[config.mk]
export PLATFORM = sky130hd
export DESIGN_NAME = translation_hardening_checks
export DESIGN_NICKNAME = d
export VERILOG_FILES = /design/src/rtl/harden_pkg.sv /design/src/rtl/desc_attr_decode.sv /design/src/rtl/translation_hardening_checks.sv
export SDC_FILE = /design/constraint.sdc
export NUM_CORES = 1
export LEC_CHECK = 0
export BUFFER_PORTS_ARGS = -buffer_cell sky130_fd_sc_hd__buf_2
export CORE_AREA = 2 2 91 93
export DETAILED_ROUTE_END_ITERATION = 7
export DIE_AREA = 0 0 93 95
export GPL_TIMING_DRIVEN = 0
export PLACE_DENSITY_LB_ADDON = 0.08
export SYNTH_ARGS = -nofsm -noshare
export SYNTH_HDL_FRONTEND = slang
export SYNTH_SLANG_ARGS = --single-unit
[constraint.sdc]
create_clock -name ref_clk -period 1.9 [get_ports ref_clk]
set_input_delay 0.38 -clock ref_clk [delete_from_list [all_inputs] [get_ports ref_clk]]
set_output_delay 0.38 -clock ref_clk [all_outputs]
set_load 0.05 [all_outputs]
[src/rtl/harden_pkg.sv]
// Constants shared by the translation hardening block and its descriptor decoder
package harden_pkg;
	localparam int ADDR_W = 8;
	localparam int DATA_W = 32;
	localparam logic [ADDR_W-1:0] OFS_ID = 8'h00;
	localparam logic [ADDR_W-1:0] OFS_STATUS = 8'h04;
	localparam logic [ADDR_W-1:0] OFS_MASK = 8'h08;
	localparam logic [ADDR_W-1:0] OFS_FAULT_COUNT = 8'h0C;
	localparam int ID_HARDEN_BIT = 0;
	localparam int EVT_W = 3;
	localparam int EVT_ASSURED_FAULT = 0;
	localparam int EVT_ATS_DENIED = 1;
	localparam int EVT_OTHER_FAULT = 2;
	localparam logic [EVT_W-1:0] STATUS_RESET = 3'h0;
	localparam logic [EVT_W-1:0] MASK_RESET = 3'h0;
	localparam int COUNT_W = 16;
	localparam logic [COUNT_W-1:0] COUNT_RESET = 16'h0000;
	localparam logic [DATA_W-1:0] RD_ZERO = 32'h0000_0000;
	localparam int DESC_W = 64;
	localparam int CONTIG_BIT_64 = 52;
	localparam int PROT_BIT_64 = 52;
	localparam int PROT_BIT_128_DEFAULT = 0;
	localparam int CONTIG_BIT_128_DEFAULT = 1;
endpackage : harden_pkg

[src/rtl/desc_attr_decode.sv]
// Stage 1 descriptor decode of the protected attribute and the contiguous hint
`timescale 1ns/10ps
module desc_attr_decode import harden_pkg::*; #(
	parameter int PROT_BIT_128 = PROT_BIT_128_DEFAULT,
	parameter int CONTIG_BIT_128 = CONTIG_BIT_128_DEFAULT
) (
	input wire logic hardenOn,
	input wire logic format128,
	input wire logic protected_no_contig_ctrl,
	input wire logic [DESC_W-1:0] descLow,
	input wire logic [DESC_W-1:0] descHigh,
	output logic protectedAttr,
	output logic contigHint
);
	logic [2*DESC_W-1:0] desc128;

	assign desc128 = {descHigh, descLow};

	always_comb begin
		protectedAttr = 1'b0;
		contigHint = 1'b0;
		if (format128) begin
			// Wide format carries the protected attribute whenever hardening is implemented
			protectedAttr = hardenOn & desc128[PROT_BIT_128];
			contigHint = desc128[CONTIG_BIT_128];
		end else if (hardenOn && protected_no_contig_ctrl) begin
			// Bit 52 moves over from contiguous hint to protected
			protectedAttr = descLow[PROT_BIT_64];
			contigHint = 1'b0;
		end else begin
			// Legacy reading: no protected attribute, bit 52 is the hint
			protectedAttr = 1'b0;
			contigHint = descLow[CONTIG_BIT_64];
		end
	end
endmodule : desc_attr_decode

[src/rtl/translation_hardening_checks.sv]
// Translation hardening: descriptor attributes, assured-only check, registers and interrupt
`timescale 1ns/10ps
// Notes on behaviour
// Wide format always carries protected attribute
// Narrow format protected only with control set
// Control set: bit 52 not contiguous
// No read-check-write, no such checks
// Assured-only check enabled from stream entry
// Assured-only fault reported with indicator set
// Unassured descriptor fetch drops assured property
// Assured descriptor chain keeps normal property
// Stage 1 bypass into assured region faults
// Failed ATS request: success, no permissions
// Split-stage translated traffic ignores assured-only
// Assured-only check has highest fault priority
// Feature absent: legacy decode, no checks
module translation_hardening_checks import harden_pkg::*; #(
	parameter logic HARDENING_IMPL = 1'b1,
	parameter int PROT_BIT_128 = PROT_BIT_128_DEFAULT,
	parameter int CONTIG_BIT_128 = CONTIG_BIT_128_DEFAULT
) (
	input wire logic ref_clk,
	input wire logic rst_n,
	input wire logic [ADDR_W-1:0] regAddr,
	input wire logic [DATA_W-1:0] regWrData,
	input wire logic regWrEn,
	input wire logic regRdEn,
	output logic [DATA_W-1:0] regRdData,
	output logic irq,
	input wire logic reqValid,
	input wire logic reqAtsRequest,
	input wire logic reqAtsTranslated,
	input wire logic reqSplitStageAts,
	input wire logic reqStage1Bypass,
	input wire logic reqTableWalk,
	input wire logic reqSteAssuredOnlyEn,
	input wire logic reqRegionAssuredOnly,
	input wire logic reqCdFetchAssured,
	input wire logic reqL1cdFetchAssured,
	input wire logic reqArchAssured,
	input wire logic reqOtherS2Fault,
	input wire logic reqPermRead,
	input wire logic reqPermWrite,
	input wire logic reqFormat128,
	input wire logic protected_no_contig_ctrl,
	input wire logic [DESC_W-1:0] reqDescLow,
	input wire logic [DESC_W-1:0] reqDescHigh,
	output logic rspValid,
	output logic rspProtected,
	output logic rspContig,
	output logic rspAssuredTranslation,
	output logic rspPermitted,
	output logic atsCompletion,
	output logic atsSuccess,
	output logic atsRead,
	output logic atsWrite,
	output logic faultEvent,
	output logic faultStage2,
	output logic faultAssuredOnly,
	output logic faultOnWalk
);
	logic hardenOn;
	logic protDec;
	logic contigDec;
	logic assuredEnable;
	logic splitIgnore;
	logic chainAssured;
	logic assuredProp;
	logic assuredFail;
	logic anyFault;
	logic isAts;
	logic [EVT_W-1:0] eventHit;
	logic [EVT_W-1:0] status_reg;
	logic [EVT_W-1:0] mask_reg;
	logic [COUNT_W-1:0] faultCount_reg;
	logic [DATA_W-1:0] rdData_reg;
	logic [DATA_W-1:0] rdData_next;

	assign hardenOn = HARDENING_IMPL;

	desc_attr_decode #(
		.PROT_BIT_128(PROT_BIT_128),
		.CONTIG_BIT_128(CONTIG_BIT_128)
	) u_decode (
		.hardenOn(hardenOn),
		.format128(reqFormat128),
		.protected_no_contig_ctrl(protected_no_contig_ctrl),
		.descLow(reqDescLow),
		.descHigh(reqDescHigh),
		.protectedAttr(protDec),
		.contigHint(contigDec)
	);

	// Check enable comes only from the stream entry field
	assign assuredEnable = hardenOn & reqSteAssuredOnlyEn;
	// Translated traffic under split-stage ATS skips the check
	assign splitIgnore = reqAtsTranslated & reqSplitStageAts;
	// Both the descriptor and its pointer must come from assured memory
	assign chainAssured = reqCdFetchAssured & reqL1cdFetchAssured;
	// Bypassed stage 1 never carries the assured property
	assign assuredProp = hardenOn & ~reqStage1Bypass & chainAssured & reqArchAssured;
	// Table walk addresses are checked too; no read-check-write path exists
	assign assuredFail = assuredEnable & reqRegionAssuredOnly & ~assuredProp & ~splitIgnore;
	assign anyFault = assuredFail | reqOtherS2Fault;
	assign isAts = reqAtsRequest;

	// Response and fault outputs, one cycle after the request
	always_ff @(posedge ref_clk or negedge rst_n) begin
		if (!rst_n) begin
			rspValid <= 1'b0;
			rspProtected <= 1'b0;
			rspContig <= 1'b0;
			rspAssuredTranslation <= 1'b0;
			rspPermitted <= 1'b0;
		end else begin
			rspValid <= reqValid & ~isAts;
			rspProtected <= reqValid & protDec;
			rspContig <= reqValid & contigDec;
			rspAssuredTranslation <= reqValid & assuredProp;
			rspPermitted <= reqValid & ~isAts & ~anyFault;
		end
	end

	always_ff @(posedge ref_clk or negedge rst_n) begin
		if (!rst_n) begin
			atsCompletion <= 1'b0;
			atsSuccess <= 1'b0;
			atsRead <= 1'b0;
			atsWrite <= 1'b0;
		end else begin
			atsCompletion <= reqValid & isAts;
			// A failed check still completes with success
			atsSuccess <= reqValid & isAts & ~reqOtherS2Fault;
			atsRead <= reqValid & isAts & reqPermRead & ~anyFault;
			atsWrite <= reqValid & isAts & reqPermWrite & ~anyFault;
		end
	end

	always_ff @(posedge ref_clk or negedge rst_n) begin
		if (!rst_n) begin
			faultEvent <= 1'b0;
			faultStage2 <= 1'b0;
			faultAssuredOnly <= 1'b0;
			faultOnWalk <= 1'b0;
		end else begin
			faultEvent <= reqValid & ~isAts & anyFault;
			faultStage2 <= reqValid & ~isAts & anyFault;
			// The assured-only cause outranks every other stage 2 cause
			faultAssuredOnly <= reqValid & ~isAts & assuredFail;
			faultOnWalk <= reqValid & ~isAts & anyFault & reqTableWalk;
		end
	end

	assign eventHit[EVT_ASSURED_FAULT] = reqValid & ~isAts & assuredFail;
	assign eventHit[EVT_ATS_DENIED] = reqValid & isAts & assuredFail;
	assign eventHit[EVT_OTHER_FAULT] = reqValid & ~isAts & reqOtherS2Fault & ~assuredFail;

	// Sticky status, write one to clear; a new event beats the clear
	always_ff @(posedge ref_clk or negedge rst_n) begin
		if (!rst_n) begin
			status_reg <= STATUS_RESET;
		end else begin
			if (regWrEn && regAddr == OFS_STATUS) begin
				status_reg <= (status_reg & ~regWrData[EVT_W-1:0]) | eventHit;
			end else begin
				status_reg <= status_reg | eventHit;
			end
		end
	end

	always_ff @(posedge ref_clk or negedge rst_n) begin
		if (!rst_n) begin
			mask_reg <= MASK_RESET;
		end else if (regWrEn && regAddr == OFS_MASK) begin
			mask_reg <= regWrData[EVT_W-1:0];
		end
	end

	// Saturating count of assured-only faults
	always_ff @(posedge ref_clk or negedge rst_n) begin
		if (!rst_n) begin
			faultCount_reg <= COUNT_RESET;
		end else if (eventHit[EVT_ASSURED_FAULT] && faultCount_reg != {COUNT_W{1'b1}}) begin
			faultCount_reg <= faultCount_reg + 1'b1;
		end
	end

	assign irq = |(status_reg & mask_reg);

	always_comb begin
		rdData_next = RD_ZERO;
		if (regRdEn) begin
			unique case (regAddr)
				OFS_ID: rdData_next[ID_HARDEN_BIT] = hardenOn;
				OFS_STATUS: rdData_next[EVT_W-1:0] = status_reg;
				OFS_MASK: rdData_next[EVT_W-1:0] = mask_reg;
				OFS_FAULT_COUNT: rdData_next[COUNT_W-1:0] = faultCount_reg;
				default: rdData_next = RD_ZERO;
			endcase
		end
	end

	always_ff @(posedge ref_clk or negedge rst_n) begin
		if (!rst_n) begin
			rdData_reg <= RD_ZERO;
		end else begin
			rdData_reg <= rdData_next;
		end
	end

	assign regRdData = rdData_reg;

	logic [DESC_W-1:0] pastDescLow;
	always_ff @(posedge ref_clk or negedge rst_n) begin
		if (!rst_n) begin
			pastDescLow <= {DESC_W{1'b0}};
		end else begin
			pastDescLow <= reqDescLow;
		end
	end

	// Whole wide descriptor, so the checks can index it directly
	logic [2*DESC_W-1:0] descWide;
	assign descWide = {reqDescHigh, reqDescLow};
endmodule : translation_hardening_checks

======== Yosys cells after proc, flatten, opt, wreduce, memory -nomap -nowiden ========
Cells that the tools add are included.
storage, ports and cells
  register bits ........................... 50
  RAM bits ................................ 0
  output and inout bits ................... 46
  word-level logic and storage cells ...... 72
  bits of input ports ..................... 188
  memories ................................ 0
  memory bits (read-only) ................. 0
  bits in latches ......................... 0
operators by class
  bitwise gates (word level) .............. 37
  $lt $le $gt $ge ......................... 0
  div/mod/pow operators ................... 0
  shift-type cells ........................ 0
  reduce and logical (&&, ||, !) cells .... 5
  equal/unequal tests ..................... 4
  $mul .................................... 0
  $add $sub $neg .......................... 1
  mux-type cells .......................... 9
operators by type and width
  operator               number
  $and 1x1->1            24
  $add 16x1->16 const B  1
  $eq 8x4->1 const B     2
  $mux 16                1
  $ne 16x16->1 const B   1
  $mux 13                1
  $eq 8x3->1 const B     1
  $logic_not 8->1        1
  $not 1->1              7
  $and 3x3->3            2
  $or 3x3->3             2
  $pmux 2 s3             1
  $mux 1                 4
  $pmux 1 s4             1
  $logic_and 1x1->1      3
  $mux 3                 1
  $not 3->3              1
  $reduce_or 3->1        1
  $or 1x1->1             1

======== Depth between registers and ports, before layout ========
  word-level depth ........................ 10
  gate-level depth with buffers ........... 6
  depth with buffers taken out ............ 5

======== Modules after synthesis ========
A second synthesis with hierarchy kept.
second synthesis, totals
  cells, all modules ...................... 193
  area total of the unflattened synthesis .. 2195.9 um^2
by module, submodules not included
  module                        cells each  area an instance (um^2)  times used
  translation_hardening_checks  188         2162.1                   1
  desc_attr_decode              5           33.8                     1

======== Worst setup path before layout ========
No wires, ideal clock.
  path type ............................... reg2reg
  start ................................... register faultCount_reg[0]
  end ..................................... register faultCount_reg[2]
  clock period less this slack ............ 1.657 ns
  path slack .............................. 0.243 ns
  stages on the path, launching flop included .. 6
  buffers on the path ..................... 0
  data required time ...................... 1.775 ns
  data arrival time ....................... 1.532 ns
  setup time .............................. 0.125 ns
  path through ............................ dfrtp_1 -> ha_1 -> nand3_1 -> or3_4 -> o311a_1 -> xor2_1
on the way
  longest elaborated chain between the ends .. 2
  elaborated cells between the ends (all ways) .. 3
  classes of those cells .................. add/sub (1); eq/ne (1); reduce/logical (1)
RTL lines
  what                                                                   RTL line                             RTL
  start, declared                                                        translation_hardening_checks.sv:75   logic [COUNT_W-1:0] faultCount_reg;
  start signal, assigned                                                 translation_hardening_checks.sv:184  faultCount_reg <= faultCount_reg + 1'b1;
  parallel branches: the longest is 2 deep, another holds $add 16x1->16  n/a
Parallel ways; which one is timed is not known.
A chain may end at the register's enable or synchronous reset.

======== Final worst setup path ========
Same ends and word-level chain as after synthesis.

==> results.yml <==
drt:
  wl_met2_mm: 2.10
  wire_per_inst_um: 12.1
  drt-met1-wl_mm: 2.20
  viasPerCell: 4.23
  vias: 1665
  drc: 0
  wl_met3_um: 419
  first_iter_violations: 31
  highest_layer: "met4"
  first_pass_iters: 5
  wl_mm: 4.76
  ant_nets: 0
global_routing:
  grt_pass1_vias: 1586
  gr-total-overflow: 0
  grt_pass1_wl_mm: 7.94
  grt_max_degree: 51
  track_usage_pct: 11.4
  antenna_found_initial: 0
final_layout:
  layout.cell_area.non_filler_sq_um: 2900
  finalNonFillerCells: 394
  syn_to_final_growth_pct: 28.7
  final_common_cell: "buf_2"
  drive_above_1_share_pct: 37.0
  fillCellCount: 836
  num_antenna_cells: 0
  final_nets: 477
  layout_common_cells: "buf_2 (64), dfrtp_1 (49), buf_4 (19)"
worst_setup_path:
  critical_path.max_stage_delay_ns: 0.42
  r2r-end: "faultCount_reg[2]"
  crit_slowest_cell: "dfrtp_2"
  crit_arrival_ns: 1.97
  r2r_start: "faultCount_reg[0]"
  crit_path_start_kind: "register"
  cp_max_fo: 5
  crit_type: "register to register"
  critPathCapture: "faultCount_reg[2]"
  r2r_slack_ns: 0.13
  cp_cell_sequence: "ha_1, nand3_2, or3_4, o311a_1, xor2_1"
  startpoint: "faultCount_reg[0]"
  ff2ff_path_depth: 5
  end_kind: "register"
  required_ns: 2.11
clock_network:
  clock_latency_ns: 0.31
  clk_path_buf_depth: 2
  cts-root-buf: "clkbuf_8"
  ctsHoldBuffers: 0
  htree_num_levels: 2
  cts_tree: "yes"
  cts_sinks: 50
  path_clk_slew_ns: 0.10
  cts_buffers: 5
synthesis:
  ys_ff_latch: 50
  syn-cell-area_sq_um: 2250
  async_flop_share_pct: 100
  yosysSeqAreaShare_pct: 55.5
  syn_inst: 201
  syn_area_per_cell_sq_um: 11.2
  synth_edf_count: 0
  yosys_warnings: 0
  ys_types: 43
  synth_ff_type: "dfrtp_1"
timing:
  max_slew_margin_pct: 24.7
  rsz0062_at_grt: "false"
  slew_viol_final: 0
  min_period_over_period_pct: 93.1
  tightestPinTransition_ns: 1.13
  finalHoldViolations: 0
  setup_viol: 0
  fin_crit_ns: 1.77
  max_freq_mhz: 565
  fin_skew_ns: 0.0134
pwr:
  ir_drop_v: 0.000314
  powerDensity_nw_per_um2: 797
  p_leak_nw: 1.55
floorplanning:
  dieArea_sq_um: 8840
  die_y_um: 95
  initial_core_util_pct: 28.4
  core_area_sq_um: 7930
  rows: 33
  die_x_um: 93
  ioPinCount: 234
placed_design:
  gp_congestion: 0.731
  placed_area_sq_um: 2760
  dp_cells: 384
  dp_hpwl_mm: 3.47
  io_buffers: 63
run_status:
  status: "finished, final reports clean"
job:
  maxCapViolCount: 0
worst_hold_path:
  hp-class: "input port to register"
-- routing by layer --
| layer | up-vias | global-route usage [%] |
|---|---|---|
| met3 | 5 | 4.63 |
| li1 | 833 | - |
| met5 | - | 0 |
| met4 | 0 | 2.94 |
| met2 | 59 | 17.5 |
| met1 | 768 | 15.1 |
-- Yosys cell counts (all sizes together), types with 2 or more instances --
| cell | number | area (sq um) |
|---|---|---|
| dfrtp | 50 | 1250 |
| buf | 19 | 144 |
| and2 | 17 | 108 |
| nand2 | 17 | 63.8 |
| nor2 | 10 | 40.0 |
| xor2 | 10 | 87.6 |
| nand3 | 9 | 55.1 |
| inv | 8 | 30.0 |
| nand4 | 7 | 50.1 |
| o21ai | 7 | 35.0 |
| a211oi | 6 | 45.0 |
| a21oi | 5 | 28.8 |
| mux2 | 5 | 56.3 |
| and3 | 3 | 18.8 |
| nor2b | 3 | 18.8 |
| nor3 | 3 | 20.0 |
| a2111oi | 2 | 30.0 |
| a22oi | 2 | 15.0 |
| nor3b | 2 | 15.0 |
| xnor2 | 2 | 17.5 |
-- metrics by stage --
step | TNS (ns) | utilization (%) | total power, mW | setup slack [ns] | hold slack, ns
after global placement | -0.0146 | 34.8 | 1.54 | -0.0146 | 0.502
after CTS | 0 | 36.2 | 2.31 | 0.0343 | 0.249
after detailed placement | -0.237 | 34.8 | 1.54 | -0.0407 | 0.508
final | 0 | 36.6 | 2.31 | 0.131 | 0.255
after floorplan | 0 | - | 1.43 | 0.243 | 0.0844
after global routing | 0 | 36.6 | 2.43 | 0.0442 | 0.245
-- timing repair --
item,4_1_cts,5_1_grt
resized for setup,0,4
setup endpoints to repair,0,4
buffers inserted,0,2
-- where the power goes --
group          leakage (nW)  switching (mW)  internal (mW)
logic                 0.830           0.227          0.130
clock network        0.0514           0.381          0.394
registers             0.671          0.0616           1.12
total                  1.55           0.669           1.64
-- worst min-delay path by stage --
stage | from | endpoint | slack [ns] | cells after the start
after CTS | reqOtherS2Fault | atsSuccess | 0.25 | 2
after detailed placement | mask_reg[1] | mask_reg[1] | 0.51 | 2
after global routing | reqOtherS2Fault | atsSuccess | 0.25 | 2
after global placement | mask_reg[1] | mask_reg[1] | 0.50 | 2
after floorplan | rst_n | atsCompletion | 0.08 | 0
final | reqOtherS2Fault | atsSuccess | 0.26 | 2
-- cells by family (layout without fill, tap and decap cells) --
logic type               after synthesis  count (layout)  synth area share [%]
buffers and inverters                 28             101                  7.88
adder cells (fa/ha/maj)                1               1                 0.555
AO/OA/AOI/OAI                         26              26                  8.44
other                                  1              16                 0.166
XOR/XNOR                              12              12                  4.66
AND/OR/NAND/NOR                       77              77                  19.8
multiplexers                           6               6                  2.94
flip-flops                            50              50                  55.5
-- critical path, delay by kind of cell, from the launching register on --
kind | cells | cell delay, ns
xor gates and xnor gates | 1 | 0.14
and+or+nand+nor | 2 | 0.52
AOI/OAI and AO/OA | 1 | 0.37
adders and majority gates | 1 | 0.22
DFF | 1 | 0.42
-- layout make-up --
class / instances / area [sq um] / area share, %
clock inverter: 2 / 37.5 / 1.29
sequential: 50 / 1250 / 43.2
tap: 105 / 131 / 4.53
clock buffer: 6 / 72.6 / 2.50
inverter: 8 / 30.0 / 1.04
timing repair buffer: 65 / 330 / 11.4
buffer: 20 / 148 / 5.09
multi-input combinational: 138 / 898 / 31.0
No activity file was read; power rests on OpenSTA's default activity.
